==> config.mk <==
export PLATFORM = sky130hd
export DESIGN_NAME = eeprom_i2c_slave_addressing
export DESIGN_NICKNAME = d
export VERILOG_FILES = /design/src/design/eeprom_addr_pkg.sv /design/src/design/byte_skid.sv /design/src/design/eeprom_i2c_slave_addressing.sv
export SDC_FILE = /design/constraint.sdc
export NUM_CORES = 1
export LEC_CHECK = 0
export BUFFER_PORTS_ARGS = -buffer_cell sky130_fd_sc_hd__buf_2
export CAP_MARGIN = 40
export CORE_UTILIZATION = 23
export CTS_CLUSTER_DIAMETER = 50
export DETAILED_ROUTE_END_ITERATION = 6
export GPL_TIMING_DRIVEN = 0
export HOLD_SLACK_MARGIN = 0.03
export PLACE_DENSITY = 0.44
export SYNTH_ARGS = -nofsm -noshare
export SYNTH_HDL_FRONTEND = slang
export SYNTH_SLANG_ARGS = --single-unit
==> constraint.sdc <==
create_clock -name ref_clk -period 5.4 [get_ports ref_clk]
set_input_delay 0.54 -clock ref_clk [delete_from_list [all_inputs] [get_ports ref_clk]]
set_output_delay 0.54 -clock ref_clk [all_outputs]
set_load 0.005 [all_outputs]
==> src/design/eeprom_addr_pkg.sv <==
// Constants and carrier types for the two-wire slave addressing front end
package eeprom_addr_pkg;
	localparam logic [3:0] type_array    = 4'ha;
	localparam logic [3:0] type_security = 4'hb;
	localparam logic [3:0] bit_ack_slot  = 4'h8;
	localparam logic [3:0] bit_reset_val = 4'h0;
	localparam logic [7:0] page_bytes    = 8'h08;
	localparam logic [7:0] sec_base      = 8'h80;
	localparam logic [7:0] sec_user_base = 8'h90;
	localparam int         sync_stages   = 3;

	typedef enum logic [2:0] {
		tgt_none,
		tgt_array,
		tgt_security,
		tgt_lock,
		tgt_protect
	} target_t;

	typedef struct packed {
		logic [7:0] addr;
		target_t    target;
		logic       read;
		logic       sec_read_only;
	} decode_t;

	typedef struct packed {
		logic [7:0] data;
		logic       valid;
		logic       ready;
	} byte_port_t;
endpackage

==> src/design/byte_skid.sv <==
// Two-entry buffer with valid and ready on both sides
`timescale 1ns/100ps
module byte_skid #(
	parameter int width = 8
) (
	input  wire logic             ref_clk,
	input  wire logic             rstn,
	input  wire logic [width-1:0] in_data,
	input  wire logic             in_valid,
	output logic                  in_ready,
	output logic [width-1:0]      out_data,
	output logic                  out_valid,
	input  wire logic             out_ready
);
	typedef struct packed {
		logic [1:0][width-1:0] mem;
		logic                  rd;
		logic                  wr;
		logic [1:0]            count;
	} skid_state_t;

	skid_state_t state;
	skid_state_t next_state;
	logic        push;
	logic        pop;

	always_comb
	begin
		next_state = state;
		push = in_valid && (state.count != 2'h2);
		pop = out_ready && (state.count != 2'h0);
		if (push)
		begin
			next_state.mem[state.wr] = in_data;
			next_state.wr = ~state.wr;
		end
		if (pop)
			next_state.rd = ~state.rd;
		next_state.count = state.count + {1'b0, push} - {1'b0, pop};
	end

	always_ff @(posedge ref_clk)
	begin
		if (!rstn)
			state <= '0;
		else
			state <= next_state;
	end

	assign in_ready = state.count != 2'h2;
	assign out_valid = state.count != 2'h0;
	assign out_data = state.mem[state.rd];

	count_bound_a: assert property (@(posedge ref_clk) disable iff (!rstn)
		state.count <= 2'h2) else $error("skid count above two");
endmodule // byte_skid

==> src/design/eeprom_i2c_slave_addressing.sv <==
// Two-wire slave front end: framing, acknowledge, standby and address decode
`timescale 1ns/100ps
module eeprom_i2c_slave_addressing #(
	parameter logic [2:0] hw_addr   = 3'h0,
	parameter bit         is_2kbit  = 1'b1
) (
	input  wire logic                     ref_clk,
	input  wire logic                     rstn,
	input  wire logic                     scl_in,
	input  wire logic                     sda_in,
	output logic                          sda_out,
	output logic                          sda_oe_n,
	input  wire logic                     write_busy,
	output logic                          write_request,
	output logic                          standby,
	output logic                          tx_load,
	input  wire logic [7:0]               tx_data,
	output eeprom_addr_pkg::decode_t      decode,
	output logic                          decode_valid,
	output logic [7:0]                    rx_data,
	output logic                          rx_valid,
	input  wire logic                     rx_ready,
	output logic                          rx_overflow
);
	typedef enum logic [2:0] {
		st_idle,
		st_dev_addr,
		st_word_addr,
		st_data_in,
		st_data_out,
		st_ignore
	} phase_t;

	typedef struct packed {
		logic [2:0]                scl_sync;
		logic [2:0]                sda_sync;
		phase_t                    phase;
		logic [3:0]                bit_cnt;
		logic [7:0]                shift;
		logic [7:0]                tx_shift;
		logic                      drive_low;
		logic                      ack_pending;
		logic                      master_nack;
		logic                      wrote_data;
		logic [3:0]                dev_type;
		logic                      rd;
		eeprom_addr_pkg::decode_t  dec;
		logic                      dec_valid;
		logic                      write_req;
		logic                      stby;
		logic                      tx_ld;
		logic                      ovf;
		logic [7:0]                push_data;
		logic                      push;
		logic                      seen_rise;
		logic                      busy_prev;
	} slave_state_t;

	slave_state_t state;
	slave_state_t next_state;
	logic         skid_ready;
	logic         skid_valid;
	logic [7:0]   skid_data;
	logic         scl_q;
	logic         sda_q;
	logic         scl_prev;
	logic         sda_prev;
	logic         scl_rise;
	logic         scl_fall;
	logic         start_seen;
	logic         stop_seen;
	logic         dev_match;
	logic [7:0]   full_byte;

	function automatic eeprom_addr_pkg::decode_t decode_word(
		input logic [3:0] dtype,
		input logic [7:0] word,
		input logic       rd,
		input bit         big
	);
		eeprom_addr_pkg::decode_t d;
		d = '0;
		d.read = rd;
		if (dtype == eeprom_addr_pkg::type_array)
		begin
			d.target = eeprom_addr_pkg::tgt_array;
			d.addr = big ? word : {1'b0, word[6:0]};
		end
		else if (word[7:6] == 2'b11)
			d.target = eeprom_addr_pkg::tgt_protect;
		else if (word[7:4] == 4'h6)
			d.target = eeprom_addr_pkg::tgt_lock;
		else if (word[7:6] == 2'b10)
		begin
			d.target = eeprom_addr_pkg::tgt_security;
			d.addr = eeprom_addr_pkg::sec_base | {3'h0, word[4:0]};
			d.sec_read_only = (d.addr < eeprom_addr_pkg::sec_user_base);
		end
		else
			d.target = eeprom_addr_pkg::tgt_none;
		return d;
	endfunction

	// A pin change is found where the second and third stages differ
	always_comb
	begin
		scl_q = state.scl_sync[1];
		sda_q = state.sda_sync[1];
		scl_prev = state.scl_sync[2];
		sda_prev = state.sda_sync[2];
		scl_rise = scl_q && !scl_prev;
		scl_fall = !scl_q && scl_prev;
		start_seen = scl_q && scl_prev && sda_prev && !sda_q;
		stop_seen = scl_q && scl_prev && !sda_prev && sda_q;
		full_byte = {state.shift[6:0], sda_q};
		dev_match = ((full_byte[7:4] == eeprom_addr_pkg::type_array)
			|| (full_byte[7:4] == eeprom_addr_pkg::type_security))
			&& (full_byte[3:1] == hw_addr) && !write_busy;
	end

	always_comb
	begin
		next_state = state;
		next_state.scl_sync = {state.scl_sync[1:0], scl_in};
		next_state.sda_sync = {state.sda_sync[1:0], sda_in};
		next_state.dec_valid = 1'b0;
		next_state.write_req = 1'b0;
		next_state.tx_ld = 1'b0;
		next_state.push = 1'b0;
		next_state.busy_prev = write_busy;
		// Write done returns an idle part to standby
		if (state.busy_prev && !write_busy
			&& (state.phase == st_idle || state.phase == st_ignore))
			next_state.stby = 1'b1;
		if (state.push && !skid_ready)
			next_state.ovf = 1'b1;
		if (start_seen && !write_busy)
		begin
			// Repeated Start doubles as the tail of the bus recovery
			next_state.phase = st_dev_addr;
			next_state.bit_cnt = eeprom_addr_pkg::bit_reset_val;
			next_state.seen_rise = 1'b0;
			next_state.drive_low = 1'b0;
			next_state.ack_pending = 1'b0;
			next_state.wrote_data = 1'b0;
			next_state.stby = 1'b0;
		end
		else if (stop_seen)
		begin
			next_state.phase = st_idle;
			next_state.drive_low = 1'b0;
			// A Stop that launches a write leaves the part busy, not in standby
			next_state.stby = !state.wrote_data;
			if (state.wrote_data)
				next_state.write_req = 1'b1;
			next_state.wrote_data = 1'b0;
		end
		else if (state.phase != st_idle && state.phase != st_ignore)
		begin
			if (scl_rise)
			begin
				next_state.seen_rise = 1'b1;
				if (state.bit_cnt == eeprom_addr_pkg::bit_ack_slot)
					next_state.master_nack = sda_q;
				else
					next_state.shift = full_byte;
				if (state.bit_cnt == 4'h7)
				begin
					case (state.phase)
						st_dev_addr:
						begin
							next_state.ack_pending = dev_match;
							next_state.dev_type = full_byte[7:4];
							next_state.rd = full_byte[0];
						end
						st_word_addr:
						begin
							next_state.ack_pending = 1'b1;
							next_state.dec = decode_word(state.dev_type, full_byte,
								1'b0, is_2kbit);
							next_state.dec_valid = 1'b1;
						end
						st_data_in:
						begin
							next_state.ack_pending = 1'b1;
							next_state.push_data = full_byte;
							next_state.push = 1'b1;
							next_state.wrote_data = 1'b1;
						end
						default:
							next_state.ack_pending = 1'b0;
					endcase
				end
			end
			// The fall that closes a Start carries no bit and is not counted
			else if (scl_fall && state.seen_rise)
			begin
				next_state.seen_rise = 1'b0;
				if (state.bit_cnt == eeprom_addr_pkg::bit_ack_slot)
				begin
					next_state.bit_cnt = eeprom_addr_pkg::bit_reset_val;
					next_state.drive_low = 1'b0;
					case (state.phase)
						st_dev_addr:
						begin
							if (!state.ack_pending)
							begin
								next_state.phase = st_ignore;
								next_state.stby = 1'b1;
							end
							else if (state.rd)
							begin
								next_state.phase = st_data_out;
								next_state.dec.read = 1'b1;
								next_state.dec_valid = 1'b1;
								next_state.tx_shift = tx_data;
								next_state.tx_ld = 1'b1;
								next_state.drive_low = !tx_data[7];
							end
							else
								next_state.phase = st_word_addr;
						end
						st_word_addr:
							next_state.phase = st_data_in;
						st_data_out:
						begin
							if (state.master_nack)
							begin
								next_state.phase = st_ignore;
								next_state.stby = 1'b1;
							end
							else
							begin
								next_state.tx_shift = tx_data;
								next_state.tx_ld = 1'b1;
								next_state.drive_low = !tx_data[7];
							end
						end
						default:
							next_state.phase = state.phase;
					endcase
				end
				else
				begin
					next_state.bit_cnt = state.bit_cnt + 4'h1;
					if (state.bit_cnt == 4'h7)
						// Own data released here; acknowledge driven if owed
						next_state.drive_low = (state.phase != st_data_out)
							&& state.ack_pending;
					else if (state.phase == st_data_out)
						next_state.drive_low = !state.tx_shift[3'h6 - state.bit_cnt[2:0]];
				end
			end
		end
	end

	always_ff @(posedge ref_clk)
	begin
		if (!rstn)
		begin
			state <= '0;
			state.scl_sync <= 3'h7;
			state.sda_sync <= 3'h7;
			state.phase <= st_idle;
			state.stby <= 1'b1;
		end
		else
			state <= next_state;
	end

	byte_skid #(
		.width(8)
	) u_skid (
		.ref_clk  (ref_clk),
		.rstn     (rstn),
		.in_data  (state.push_data),
		.in_valid (state.push),
		.in_ready (skid_ready),
		.out_data (skid_data),
		.out_valid(skid_valid),
		.out_ready(rx_ready)
	);

	// Data only ever pulled low, enable low means driving
	assign sda_out = 1'b0;
	assign sda_oe_n = !state.drive_low;
	assign write_request = state.write_req;
	assign standby = state.stby;
	assign tx_load = state.tx_ld;
	assign decode = state.dec;
	assign decode_valid = state.dec_valid;
	assign rx_data = skid_data;
	assign rx_valid = skid_valid;
	assign rx_overflow = state.ovf;

	drive_on_fall_a: assert property (@(posedge ref_clk) disable iff (!rstn)
		$changed(sda_oe_n) |-> $past(scl_fall) || $past(stop_seen) || $past(start_seen))
		else $error("data line changed away from clock fall");
	start_restart_a: assert property (@(posedge ref_clk) disable iff (!rstn)
		start_seen && !write_busy |=> state.phase == st_dev_addr && state.bit_cnt == 4'h0)
		else $error("start did not restart address phase");
	stop_standby_a: assert property (@(posedge ref_clk) disable iff (!rstn)
		stop_seen && !start_seen && !state.wrote_data |=> standby && state.phase == st_idle)
		else $error("stop did not give standby");
	ack_slot_a: assert property (@(posedge ref_clk) disable iff (!rstn)
		!sda_oe_n && state.bit_cnt == 4'h8 |-> state.ack_pending)
		else $error("acknowledge driven without cause");
	nack_release_a: assert property (@(posedge ref_clk) disable iff (!rstn)
		scl_fall && state.bit_cnt == 4'h8 && state.phase == st_dev_addr
		&& !state.ack_pending && !start_seen && !stop_seen
		|=> sda_oe_n && standby) else $error("mismatch not released");
	idle_release_a: assert property (@(posedge ref_clk) disable iff (!rstn)
		state.phase == st_idle || state.phase == st_ignore |-> sda_oe_n)
		else $error("line driven while idle");
	read_nack_a: assert property (@(posedge ref_clk) disable iff (!rstn)
		state.phase == st_data_out && state.master_nack && scl_fall
		&& state.bit_cnt == 4'h8 && !start_seen && !stop_seen
		|=> state.phase == st_ignore ##1 sda_oe_n)
		else $error("read no-acknowledge not honoured");
	release_eighth_a: assert property (@(posedge ref_clk) disable iff (!rstn)
		scl_fall && state.bit_cnt == 4'h7 && state.phase == st_data_out
		&& !start_seen && !stop_seen |=> sda_oe_n)
		else $error("transmitter kept line at eighth fall");
	write_start_a: assert property (@(posedge ref_clk) disable iff (!rstn)
		stop_seen && state.wrote_data |=> write_request && !standby)
		else $error("stop after data did not launch a write");
	busy_done_a: assert property (@(posedge ref_clk) disable iff (!rstn)
		state.busy_prev && !write_busy && state.phase == st_idle && !start_seen
		|=> standby) else $error("write completion did not give standby");
	ack_drive_a: assert property (@(posedge ref_clk) disable iff (!rstn)
		scl_fall && state.seen_rise && state.bit_cnt == 4'h7 && state.ack_pending
		&& (state.phase == st_dev_addr || state.phase == st_word_addr
		|| state.phase == st_data_in) |=> !sda_oe_n)
		else $error("owed acknowledge not driven");
	fall_ignored_a: assert property (@(posedge ref_clk) disable iff (!rstn)
		scl_fall && !state.seen_rise |=> state.bit_cnt == $past(state.bit_cnt))
		else $error("clock fall counted without a sampled bit");
	bit_range_a: assert property (@(posedge ref_clk) disable iff (!rstn)
		state.bit_cnt <= eeprom_addr_pkg::bit_ack_slot)
		else $error("bit counter beyond acknowledge slot");
	read_load_a: assert property (@(posedge ref_clk) disable iff (!rstn)
		scl_fall && state.seen_rise && state.bit_cnt == 4'h8 && state.phase == st_dev_addr
		&& state.ack_pending && state.rd |=> tx_load && decode_valid && decode.read)
		else $error("read address did not load first byte");
	start_release_a: assert property (@(posedge ref_clk) disable iff (!rstn)
		start_seen && !write_busy |=> sda_oe_n)
		else $error("start did not release data line");
endmodule // eeprom_i2c_slave_addressing

==> results, run 1 <==
- The startpoint identified for the worst hold timing path is sda_in.
- The summed instance area of the synthesized netlist is approximately 4000 sq um.
- The die is 133 microns tall.
- Counting flops and latches in the post-synthesis netlist gives 86.
- For the pin with the worst max-slew slack, the measured transition is 0.776 ns.
- The post-route netlist has a little over a fifth of its cells at a drive strength greater than 1.
- In the global route stage, overall resource usage came out at 10.9%.
- The post-route DRC violation count is 0.
- Clock latency on the worst-skew pair, taken at its later pin, is around 0.35 ns.
- The number of violations reported at the end of detailed-routing iteration 0 is 200.
- The count of flip-flops with a built-in enable after synthesis is 0.
- The startpoint identified for the worst register-to-register timing path is state[54]$_SDFFE_PP0P_.
- STA classifies the critical path endpoint as a flop.
- The leakage power is 1.97 nW.
- The max capacitance violation total is 0.
- The critical setup path kind is reg -> reg.
- Each instance of the synthesized netlist takes up on average 9.40 sq um.
- The final-report hold violation count is 0.
- In the final routed layout, each cell accounts on average for 13.1 microns.
- The wire length after detailed routing is 9160 microns.
- The number of I/O port buffers is 41.
- Across all register-to-register paths, the minimum setup slack is 3.03 ns.
- The tree is rooted in a sky130_fd_sc_hd__clkbuf_16.
- Of all nets on the critical path, the largest fanout is 10.
- Final hold analysis gives a worst-case slack of 0.371 ns.
- The finished layout holds approximately 700 standard cells, fillers aside.
- Dividing the final minimum period by the clock period gives between 40% and 50%.
- The post-route clock skew is 0.0104 ns.
- The die covers between 15000 and 20000 sq um.
- Prior to clock tree synthesis, the placed netlist has a worst setup slack of between 2 and 3 ns.
- The number of cell instances on the worst register-to-register path is 6.
- For this run the aggregate overflow at the end of global routing stands at 0.
- The endpoint of the worst register-to-register path is decode[9]$_SDFFE_PN0P_.
- Setup total negative slack on the finished layout was measured at 0 ns.
- Among all flip-flop cells after synthesis, the most frequent one is sky130_fd_sc_hd__dfxtp_1.
- The number of antenna violations at the first check in global routing is 0.
- The via count of the first global-routing pass is roughly 2800.
- The worst setup path is launched from a flop.
- The number of nets in the synthesized netlist is 440.
- The count of unique library cells instantiated by Yosys is 56.
- For this run, the number of Yosys warnings is 0.
- Clock tree synthesis inserted a total of 9 buffers.
- After legalization and detailed placement, the total HPWL measured approximately 6800 microns.
- The effective utilization at floorplan is between 20% and 30%.
- Pin placement for this block handled 43 I/O pins.
- The post-layout total power is roughly 0.0014 W.
- After floorplanning, the core was divided into 47 placement rows.
- The run finished with clean final reports.
- The post-placement cell count is between 600 and 700.
- At the end of routability-driven placement, the weighted congestion stood at around 0.78.
- The count of pins over their slew limit came to 0.
- STA puts the critical path data arrival time at ~2.6 ns.
- The pre-antenna-repair detailed-routing pass consisted of 4 iterations.
- The maximum operating frequency is 0.422 GHz.
- Buffers inserted to repair hold after CTS numbered 0.
- The power density of the placed cells is approximately 290 nW/um^2.
- The share of flip-flops with an asynchronous set or reset is 0%.
- Entering global routing, the biggest net connects 18 pins.
- For hold timing, the worst endpoint is next_state[62]$_SDFF_PN1_.
- The gate count of the mapped netlist is around 420.
- The width of the die is 133 microns.
- The worst setup margin is between 3 and 4 ns.
- Setup repair after global routing left no endpoint under its margin.
- The net count of the finished layout is roughly 500.
- TritonCTS built the clock tree.
- The maximum number of buffers from clock root to sink is 2.
- The detailed router placed roughly 2900 vias in this run.
- The path category of the worst min-delay check is in -> reg.
- In the layout the commonest cells are sky130_fd_sc_hd__dfxtp_1 (86), sky130_fd_sc_hd__buf_2 (48), sky130_fd_sc_hd__nor2b_1 (44), sky130_fd_sc_hd__nand2_1 (38), sky130_fd_sc_hd__mux2i_1 (37).
- The repair_antennas step left the layout with diodes totalling 0.
- The most common library cell in the layout ignoring fill and taps is sky130_fd_sc_hd__dfxtp_1.
- The core box area is between 15000 and 20000 sq um.
- The area added between synthesis and finish is 20.1%.
- The number of cells upsized or downsized after cts is 0.
- The maximum vdd ir drop is 141 uV.
- The fill cell total of the finished layout is 1818.
- The worst hold path stage count is 2.
- The number of vias per cell is between 4 and 5.
- The clock net sink count is between 80 and 90.
- The final period demand of the worst path is between 2 and 2.5 ns.
- The clock transition at the register clock pins on the worst setup and hold paths after CTS is 0.07 ns.
- The post-route antenna net violation count is 0.
- The proportion of synthesized chip area in sequential cells is around 43%.
- The worst endpoint required time is approximately 5.7 ns.
- The clock tree synthesis step divided the H-tree into 3 levels.
- The number of post-CTS setup repair buffers is 0.
- The first global-routing pass estimated around 15000 microns of wire.
- Setup violations remaining at the end of the flow were counted as 0.
- The headroom to the max-slew limit is a little under half.
==> flip-flops by register name, summed over array words and instances (netlist names) <==
signal / count
rx_overflow: 1
standby: 1
write_request: 1
sda_prev: 1
decode_valid: 1
next_state: 3
tx_load: 1
u_skid.state: 20
state: 35
decode: 13
scl_prev: 1
full_byte: 8
==> synthesized netlist by cell type (3+ instances only) <==
master                     instances  area [sq um]
sky130_fd_sc_hd__o21ai_1           6          30.0
sky130_fd_sc_hd__inv_1            11          41.3
sky130_fd_sc_hd__nand3_1          25           125
sky130_fd_sc_hd__ha_1              4          50.1
sky130_fd_sc_hd__a31oi_1           3          18.8
sky130_fd_sc_hd__nand2b_1         11          68.8
sky130_fd_sc_hd__dfxtp_1          86          1720
sky130_fd_sc_hd__nand2_1          38           143
sky130_fd_sc_hd__a211oi_1          3          22.5
sky130_fd_sc_hd__nor2b_1          44           275
sky130_fd_sc_hd__a21boi_0          9          67.6
sky130_fd_sc_hd__o21ai_0          10          50.1
sky130_fd_sc_hd__buf_2             7          35.0
sky130_fd_sc_hd__nor2_1           19          71.3
sky130_fd_sc_hd__mux2_2            8          90.1
sky130_fd_sc_hd__buf_4            16           120
sky130_fd_sc_hd__mux2i_1          37           370
sky130_fd_sc_hd__nor3b_1           3          22.5
sky130_fd_sc_hd__xnor2_1           5          43.8
sky130_fd_sc_hd__clkbuf_1         12          45.0
sky130_fd_sc_hd__a21oi_1          14          70.1
sky130_fd_sc_hd__and2_1            5          31.3
==> metal layers <==
metal	wire length, microns	global-route usage, %	up-vias
met3	273	2.40	11
li1	-	-	1538
met1	4740	15.0	1353
met4	167	5.11	0
met5	0	0	-
met2	3980	16.3	47
==> cells by family after synthesis <==
logic type / after synthesis / synth area share (%)
simple gates: 172 / 24.8
flops: 86 / 43.4
compound gates: 58 / 9.56
buf+inv: 48 / 6.66
mux: 47 / 12.7
xor+xnor: 6 / 1.51
fa+ha+maj: 4 / 1.26
other cells: 1 / 0.0945
==> power by group <==
group | switching (W) | leakage [nW] | internal, W
Combinational | 0.0000374 | 1.13 | 0.0000335
Sequential | 0.00000508 | 0.694 | 0.000641
Clock | 0.000281 | 0.147 | 0.000369
==> how the worst max path moves through the flow <==
stage	start	to	slack, ns	cells past startpoint
after floorplan	state[54]$_SDFFE_PP0P_	decode[4]$_SDFFE_PN0P_	3.51	7
after global placement	state[54]$_SDFFE_PP0P_	decode_valid$_SDFF_PP0_	2.99	6
after detailed placement	state[54]$_SDFFE_PP0P_	decode[9]$_SDFFE_PN0P_	2.99	6
after CTS	state[54]$_SDFFE_PP0P_	decode[9]$_SDFFE_PN0P_	3.00	6
after global routing	state[54]$_SDFFE_PP0P_	decode[12]$_SDFFE_PN0P_	2.82	6
final	state[54]$_SDFFE_PP0P_	decode[9]$_SDFFE_PN0P_	3.03	6
==> area by class of cell <==
cell class	instances	area [sq um]	area share [%]
Multi-Input combinational cell	288	1980	41.6
Sequential cell	86	1720	36.2
Tap cell	220	275	5.78
Clock buffer	9	225	4.73
Buffer	37	223	4.68
Timing Repair Buffer	41	205	4.31
Clock inverter	7	90.1	1.89
Inverter	11	41.3	0.867
==> worst max-delay path, cell delays in order, from the launching register on <==
cell                       delay (ns)
sky130_fd_sc_hd__dfxtp_1         0.49
sky130_fd_sc_hd__ha_1            0.36
sky130_fd_sc_hd__nand3b_4        0.13
sky130_fd_sc_hd__nor4b_1         0.67
sky130_fd_sc_hd__buf_2           0.34
sky130_fd_sc_hd__nand3_1         0.11
sky130_fd_sc_hd__a21boi_0        0.19
==> through the flow <==
| stage | utilization, % | instance area (sq um) |
|---|---|---|
| 3_5_place_dp | 26.6 | 4450 |
| 5_1_grt | 28.5 | 4760 |
| 2_1_floorplan | - | 3970 |
| 6_report | 28.5 | 4760 |
| 4_1_cts | 28.5 | 4760 |
| 3_3_place_gp | 26.6 | 4450 |
(Power assumes the default switching activity.)
==> run 2, diff against run 1 <==
- ABC_AREA: unset -> 1
- PLACE_DENSITY: 0.44 -> 0.46
- clock period: 5.4 -> 2.1 ns (I/O delays scaled with it)
==> results, run 2 <==
- The most common library cell in the layout ignoring fill and taps is sky130_fd_sc_hd__nand2_1.
- The reported net switching power was 0.000796 W (+150%).
- The setup TNS is 0 ns (unchanged).
- The maximum single-stage delay on the critical path is 0.37 ns (-0.30 ns).
- The headroom to the max-slew limit was 61.9% (+14 points).
- The run finished with clean final reports.
- The footprint of the multi-input gates is 1760 sq um (-11%).
- The fill cell total of the finished layout was 1882 (+3.5%).
- The count of unique library cells instantiated by Yosys came to 33 (-41%).
- The post-route antenna net violation count is 0 (unchanged).
- The leakage power is 2.03 nW (+2.9%).
- The number of post-CTS setup repair buffers was 0 (unchanged).
- The period utilization is between 80% and 90%.
- The number of nets at the end of the flow is 611 (+24%).
- The clock transition at the register clock pins on the worst setup and hold paths after CTS is 0.07 ns (about the same).
- The count of flip-flops with a built-in enable after synthesis is 0 (unchanged).
- The number of hold buffers added after cts came to 0 (unchanged).
- The cell sitting at the root of the clock tree is a sky130_fd_sc_hd__clkbuf_16.
- Sorting the synthesized cells by area gives the leading types as sky130_fd_sc_hd__dfxtp_1 (44%), sky130_fd_sc_hd__nand2_1 (11%), sky130_fd_sc_hd__a21oi_1 (6.8%).
- The count of pins over their slew limit was 0 (unchanged).
- The register area is 1720 sq um (unchanged).
- The number of warning messages in the yosys log was 0 (unchanged).
- The HPWL after detailed placement was 7580 microns (+12%).
- The final-report hold violation count was 0 (unchanged).
- The sequential power share was 49.1% (+1.8 points).
- More flip-flops sit in one register than any other, and that register is state.
- The leading register cell type out of synthesis is sky130_fd_sc_hd__dfxtp_1.
- The path category of the worst min-delay check is in -> reg.
- The via count of the first global-routing pass is 3410 (+22%).
- The number of detailed-route iterations in the first pass is 4 (unchanged).
- The pin count of the biggest net entering global routing is 16 (-2).
- The slew at the pin with the worst max-slew slack was 0.572 ns (-0.204 ns).
- The number of cells upsized or downsized after cts is 0 (unchanged).
- The area share of and/or/nand/nor cells after synthesis was 30.0% (+5.2 points).
- The adder-cell area share of the yosys netlist is 1.28% (+0.015 points).
- For this design, the slowest cell found on the critical path is sky130_fd_sc_hd__clkbuf_1.
- The max capacitance violation total is 0 (unchanged).
- The combined buffer and inverter count along the critical path came to 3 (+2).
- In the layout the commonest cells are sky130_fd_sc_hd__nand2_1 (110), sky130_fd_sc_hd__dfxtp_1 (86), sky130_fd_sc_hd__nor2_1 (64), sky130_fd_sc_hd__inv_1 (55), sky130_fd_sc_hd__a21oi_1 (53).
- The share of total power in the clock network is 46.0% (-1.6 points).
- The global route total overflow is 0 (unchanged).
- The proportion of synthesized chip area in sequential cells is 43.9% (+0.51 points).
- The post-route clock skew is 0.00951 ns (-0.000880 ns).
- The number of rows in the core area is 47 (unchanged).
- The average instance area after synthesis is 7.25 sq um (-23%).
- The most repeated cell in the gate-level netlist after synthesis is sky130_fd_sc_hd__nand2_1.
- The total internal power came to 0.00258 W (+150%).
- The gate count of the mapped netlist was 541 (+28%).
- The die height is 133 microns (-0.58%).
- The post-route DRC violation count was 0 (unchanged).
- The number of I/O port buffers came to 41 (unchanged).
- The worst setup path is of the reg -> out kind.
- By count the netlist is led by sky130_fd_sc_hd__nand2_1 (110), sky130_fd_sc_hd__dfxtp_1 (86), sky130_fd_sc_hd__nor2_1 (64), sky130_fd_sc_hd__inv_1 (55), sky130_fd_sc_hd__a21oi_1 (53).
- The clock latency of the later-clocked register in the worst-skew pair is 0.35 ns (about the same).
- The number of buffers created by CTS came to 9 (unchanged).
- The summed instance area of the synthesized netlist came to 3920 sq um (-1.2%).
- The data arrival time of the critical path is 1.61 ns (-1.03 ns).
- The core box area was 16600 sq um (-0.70%).
- The synthesized netlist net count is 559 (+27%).
- The average wire per cell in the routed design is 12.0 microns (-8.2%).
- The number of violations reported at the end of detailed-routing iteration 0 is 159 (-21%).
- The mux share of post-synthesis cell area came to 0% (-13 points).
- The number of inserted diodes is 0 (unchanged).
- The ratio of cells with drive above 1 in the final layout is 18.9% (-2.8 points).
- The total die area is 17600 sq um (-1.2%).
- The clock net sink count is 86 (unchanged).
- The share of Yosys cell area claimed by the top area cell type is 43.9% (+0.51 points).
- The share of flip-flops with an asynchronous set or reset is 0% (unchanged).
- The total of flip-flops plus latches after synthesis is 86 (unchanged).
- The effective utilization at floorplan is 23.6% (-0.11 points).
- The final RePlAce weighted congestion is 0.855 (+9.2%).
- The number of antenna violations at the first check in global routing is 0 (unchanged).
- The critical path capture point type is an output pin.
- The post-placement cell count came to 802 (+17%).
- The first-pass GRT wire length is 16600 microns (+11%).
- The number of vias per cell was 4.23 (+0.35%).
- The synthesized-area fraction occupied by ao, oa, aoi and oai cells is 13.3% (+3.8 points).
- The number of setup violations in the final report is 0 (unchanged).
- The post-layout instance count excluding filler cells is 818 (+17%).
- The fraction of power spent switching nets was 23.6% (-0.094 points).
- Setup repair after global routing left no endpoint under its margin.
- TritonCTS built the clock tree.
- The signal on the critical path passes through clkbuf_1 -> clkbuf_1 -> nand2_1 -> o21ai_0 -> buf_2.
- The main combinational cell family by area after synthesis is simple AND/OR/NAND/NOR gates.
- Relative to the synthesized area, the layout overhead comes to 19.8%.
- The maximum vdd ir drop came to 365 uV (+160%).
- The maximum fanout along the worst path is 10 (unchanged).
- The deepest level of the CTS H-tree is 3 (unchanged).
- The cell accounting for the most synthesized area is sky130_fd_sc_hd__dfxtp_1.
- The count of vias placed by the detailed router is 3463 (+17%).
- The wire length after detailed routing is 9850 microns (+7.4%).
- The width of the die is 133 microns (-0.58%).
- The power density of the placed cells was 719 nW/um^2 (+150%).
- The worst path in the final design needs a cycle of around 1.8 ns, including I/O delays and setup.
- The maximum operating frequency is roughly 0.55 GHz.
- The critical path startpoint category is a flop.
- On the critical path the largest part of the delay comes from buffers and inverters.
- The most common cell type on the critical path is sky130_fd_sc_hd__clkbuf_1.
- The maximum number of buffers from clock root to sink is 2 (unchanged).
- The overall fraction of global-route tracks in use is 12.1% (+1.1 points).
- The part of the total power dissipated in combinational logic is 4.9% (-0.3 points).
- The number of flip-flops in the largest register came to 35 (unchanged).
- The number of top-level pins came to 43 (unchanged).
- The worst endpoint required time is 1.89 ns (-3.78 ns).
- The share of the synthesized netlist area taken by xor and xnor gates is 0.223% (-1.3 points).
-- run 2: cell types whose count changed in the layout (fill, tap and decap cells not counted), sizes merged, moves of 6 or more --
cell,before,now
a21boi,9,1
a21oi,14,53
inv,14,60
mux2,8,0
mux2i,37,0
nand2,38,119
nand2b,12,0
nand3,26,49
nor2,20,73
nor2b,44,0
o21ai,16,45
xnor2,6,0
-- run 2: worst reg2reg max path: cells and delay by family (launching register included) --
kind            cells  cell delay (ns)
simple gates        2             0.37
compound gates      2             0.24
buf+inv             2             0.13
xor+xnor            1             0.18
fa+ha+maj           2             0.44
flops               1             0.34
-- run 2: worst paths after layout --
kind | from | slack [ns] | depth (start not counted) | endpoint
setup reg to reg | u_skid.state[1]$_SDFF_PN0_ | 0.32 | 9 | u_skid.state[1]$_SDFF_PN0_
setup / recovery | u_skid.state[3]$_SDFFE_PN0P_ | 0.28 | 5 | rx_data[7]
hold / removal | sda_in | 0.05 | 2 | next_state[62]$_SDFF_PN1_
hold reg to reg | next_state[65]$_SDFF_PN1_ | 0.41 | 1 | next_state[66]$_SDFF_PN1_
-- run 2: stage by stage --
stage / total power, W / utilization, % / instance area, sq um / setup WS, ns / hold WS (ns)
3_5_place_dp: 0.00186 / 26.5 / 4400 / 0.312 / 0.400
5_1_grt: 0.00353 / 28.3 / 4690 / 0.0465 / 0.0466
2_1_floorplan: 0.00180 / - / 3920 / 0.448 / 0.308
3_3_place_gp: 0.00186 / 26.5 / 4400 / 0.345 / 0.400
6_report: 0.00337 / 28.3 / 4690 / 0.283 / 0.0481
4_1_cts: 0.00342 / 28.3 / 4690 / 0.223 / 0.0368
-- run 2: kinds of logic (layout without fill, tap and decap cells) --
kind of cell / after synthesis / count (layout)
AND/OR/NAND/NOR: 257 / 257
buffers and inverters: 91 / 148
XOR/XNOR: 1 / 1
flip-flops: 86 / 86
adder cells (fa/ha/maj): 4 / 4
other: 1 / 1
AO/OA/AOI/OAI: 101 / 101
-- run 2: final cells by class --
type                    count  share of cell area (%)
flip-flops and latches     86                    36.7
multi-input cells         364                    37.5
repair buffers             41                    4.37
well taps                 220                    5.86
clock inverters             5                   0.880
plain buffers              31                    4.45
inverters                  60                    4.88
clock buffers              11                    5.38
-- run 2: power by group through the flow --
stage          Sequential, W  Clock, W  Combinational [W]
6_report             0.00166   0.00155           0.000164
2_1_floorplan        0.00169         0           0.000110
3_3_place_gp         0.00169         0           0.000166
3_5_place_dp         0.00169         0           0.000168
4_1_cts              0.00166   0.00160           0.000169
5_1_grt              0.00166   0.00168           0.000188
-- run 2: routing by layer --
metal  wire length, microns  vias up  global-route usage (%)
li1                       -     1819                       -
met1                   4560     1558                    14.5
met2                   4640       72                    20.2
met3                    492       14                    3.79
met4                    157        0                    4.28
met5                      0        -                       0
==> run 3, diff against run 2 <==
- REMOVE_ABC_BUFFERS: unset -> 1
==> results, run 3 (synthesis gave the netlist of run 2 again) <==
- The first-pass GRT wire length is 15700 microns (-5.6%).
- The number of flip-flops in the largest register is 35 (unchanged).
- The fill cell total of the finished layout was 1832 (-2.7%).
- The most common library cell in the layout ignoring fill and taps is sky130_fd_sc_hd__nand2_1.
- The number of violations reported at the end of detailed-routing iteration 0 is 204 (+28%).
- The number of nets at the end of the flow is 585 (-4.3%).
- The data arrival time of the critical path is 2.09 ns (+0.48 ns).
- The number of setup violations in the final report was 0 (unchanged).
- The pin count of the biggest net entering global routing is 48 (+32).
- The post-layout total power is 0.00366 W (+8.4%).
- The via count of the first global-routing pass was 3249 (-4.7%).
- The core box area was 16600 sq um (unchanged).
- The global route total overflow is 0 (unchanged).
- The count of pins over their slew limit is 0 (unchanged).
- The die height is 133 microns (unchanged).
- The average wire per cell in the routed design came to 11.5 microns (-4.7%).
- The final period demand of the worst path was 1.80 ns (-0.0140 ns).
- The slew at the pin with the worst max-slew slack came to 0.522 ns (-0.0503 ns).
- The worst setup margin is 0.297 ns (+0.0140 ns).
- The number of inserted diodes was 0 (unchanged).
- The startpoint of the tightest hold check path is scl_in.
- The post-route clock skew came to 0.00631 ns (-0.00320 ns).
- The maximum single-stage delay on the critical path is 0.37 ns (about the same).
- The number of rows in the core area is 47 (unchanged).
- The number of buffers created by CTS came to 9 (unchanged).
- The post-route DRC violation count was 0 (unchanged).
- The number of top-level pins is 43 (unchanged).
- The tightest min-delay check is of the in -> reg type.
- The combined buffer and inverter count along the critical path is 2 (-1).
- The deepest level of the CTS H-tree came to 3 (unchanged).
- The overall fraction of global-route tracks in use came to 11.1% (-0.92 points).
- The HPWL after detailed placement is 6410 microns (-15%).
- The endpoint of the worst hold-timing path is next_state[65]$_SDFF_PN1_.
- The leakage power came to 1.96 nW (-3.2%).
- The critical path startpoint category is a flop.
- Setup repair after global routing left no endpoint under its margin.
- The run finished with clean final reports.
- The number of I/O port buffers was 41 (unchanged).
- The area added between synthesis and finish is 17.4%.
- The critical setup path kind is reg -> reg.
- The wire length after detailed routing is 9090 microns (-7.7%).
- STA classifies the critical path endpoint as a flop.
- The final design utilization came to 27.8% (-0.56 points).
- The number of hold buffers added after cts was 0 (unchanged).
- The signal on the critical path passes through inv_1 -> ha_1 -> nand3_4 -> nor2_4 -> nand2_1 -> o21ai_0 -> o21ai_0 -> inv_1.
- The number of vias per cell is 4.17 (-1.5%).
- The slowest stage of the critical path belongs to the cell sky130_fd_sc_hd__dfxtp_1.
- The ratio of cells with drive above 1 in the final layout came to 17.0% (-1.9 points).
- The period utilization is 85.9% (-0.67 points).
- The clock latency of the later-clocked register in the worst-skew pair is 0.33 ns (-0.02 ns).
- The instance count on the critical path was 8 (+3).
- The effective utilization at floorplan was 23.6% (unchanged).
- The worst reg-to-reg setup slack is 0.30 ns (-0.02 ns).
- The worst hold slack is 0.0565 ns (+0.00845 ns).
- The final RePlAce weighted congestion came to 0.787 (-8.0%).
- The maximum operating frequency is 0.555 GHz (+0.78%).
- The setup TNS is 0 ns (unchanged).
- The startpoint of the worst-slack reg-to-reg timing path is state[54]$_SDFFE_PP0P_.
- Broken down by cell family, the worst path's largest delay share belongs to simple AND/OR/NAND/NOR gates.
- The worst hold path stage count is 2 (unchanged).
- The total die area was 17600 sq um (unchanged).
- The clock tree root driver cell is sky130_fd_sc_hd__clkbuf_16.
- The TritonCTS clock tree is built.
- The maximum fanout along the worst path came to 8 (-2).
- The power density of the placed cells came to 794 nW/um^2 (+11%).
- The headroom to the max-slew limit was 65.2% (+3.4 points).
- The maximum vdd ir drop came to 357 uV (-2.2%).
- The library cells used most frequently in the layout, excluding fill and tap cells, are sky130_fd_sc_hd__nand2_1 (110), sky130_fd_sc_hd__dfxtp_1 (86), sky130_fd_sc_hd__nor2_1 (64), sky130_fd_sc_hd__inv_1 (54), sky130_fd_sc_hd__a21oi_1 (53).
- The final-report hold violation count came to 0 (unchanged).
- The width of the die is 133 microns (unchanged).
- The pre-CTS worst setup slack is -0.589 ns (-0.900 ns).
- The register containing the most flip-flops in the final layout is state.
- The number of antenna violations at the first check in global routing was 0 (unchanged).
- The maximum number of buffers from clock root to sink came to 2 (unchanged).
- The clock transition at the register clock pins on the worst setup and hold paths after CTS is 0.06 ns (about the same).
- The worst endpoint required time came to 2.38 ns (+0.49 ns).
- The post-route antenna net violation count came to 0 (unchanged).
- The number of cell instances on the worst register-to-register path is 8 (-1).
- The most critical setup path has its startpoint at state[54]$_SDFFE_PP0P_.
- The clock net sink count came to 86 (unchanged).
- The worst register-to-register path ends at decode[1]$_SDFFE_PN0P_.
- The count of vias placed by the detailed router is 3303 (-4.6%).
- The number of detailed-route iterations in the first pass is 4 (unchanged).
- The max capacitance violation total is 0 (unchanged).
## run 3: worst max-delay path by stage
stage,slack (ns),to
4_1_cts,0.04,tx_load$_SDFF_PP0_
3_3_place_gp,-0.90,tx_load$_SDFF_PP0_
5_1_grt,0.08,u_skid.state[1]$_SDFF_PN0_
3_5_place_dp,-0.59,tx_load$_SDFF_PP0_
6_report,0.30,decode[1]$_SDFFE_PN0P_
2_1_floorplan,0.45,u_skid.state[1]$_SDFF_PN0_
## run 3: layout make-up
| cell class | count | area (sq um) | area share [%] |
|---|---|---|---|
| clock buffer | 10 | 229 | 4.98 |
| clock inverter | 6 | 116 | 2.53 |
| inverter | 60 | 234 | 5.08 |
| multi-input combinational | 364 | 1760 | 38.3 |
| sequential | 86 | 1720 | 37.4 |
| tap | 220 | 275 | 5.98 |
| timing repair buffer | 46 | 265 | 5.76 |
## run 3: what timing repair did
| action | CTS | global route |
|---|---|---|
| setup endpoints to repair | 11 | 7 |
| pin swaps | 0 | 1 |
| setup buffers | 0 | 3 |
| resized for setup | 1 | 2 |
| gates cloned | 0 | 0 |
## run 3: power breakdown
part | leakage (nW) | internal [W] | switching [W]
Combinational | 1.10 | 0.0000513 | 0.0000909
Clock | 0.168 | 0.00118 | 0.000671
Sequential | 0.694 | 0.00165 | 0.0000206
Total | 1.96 | 0.00287 | 0.000782
## run 3: metrics by stage
stage	area, sq um	instances
floorplan	3710	510
global placement	4190	771
detailed placement	4230	773
CTS	4570	789
global route	4600	792
finish	4600	792
## run 3: per-layer routing
layer	GRT usage, %	vias to the layer above	routed length, microns	share of wire [%]
met3	2.53	4	328	3.6
met5	0	-	0	0
li1	-	1772	-	-
met2	17.7	62	4040	44
met1	14.7	1465	4630	51
met4	4.15	0	92	1.0
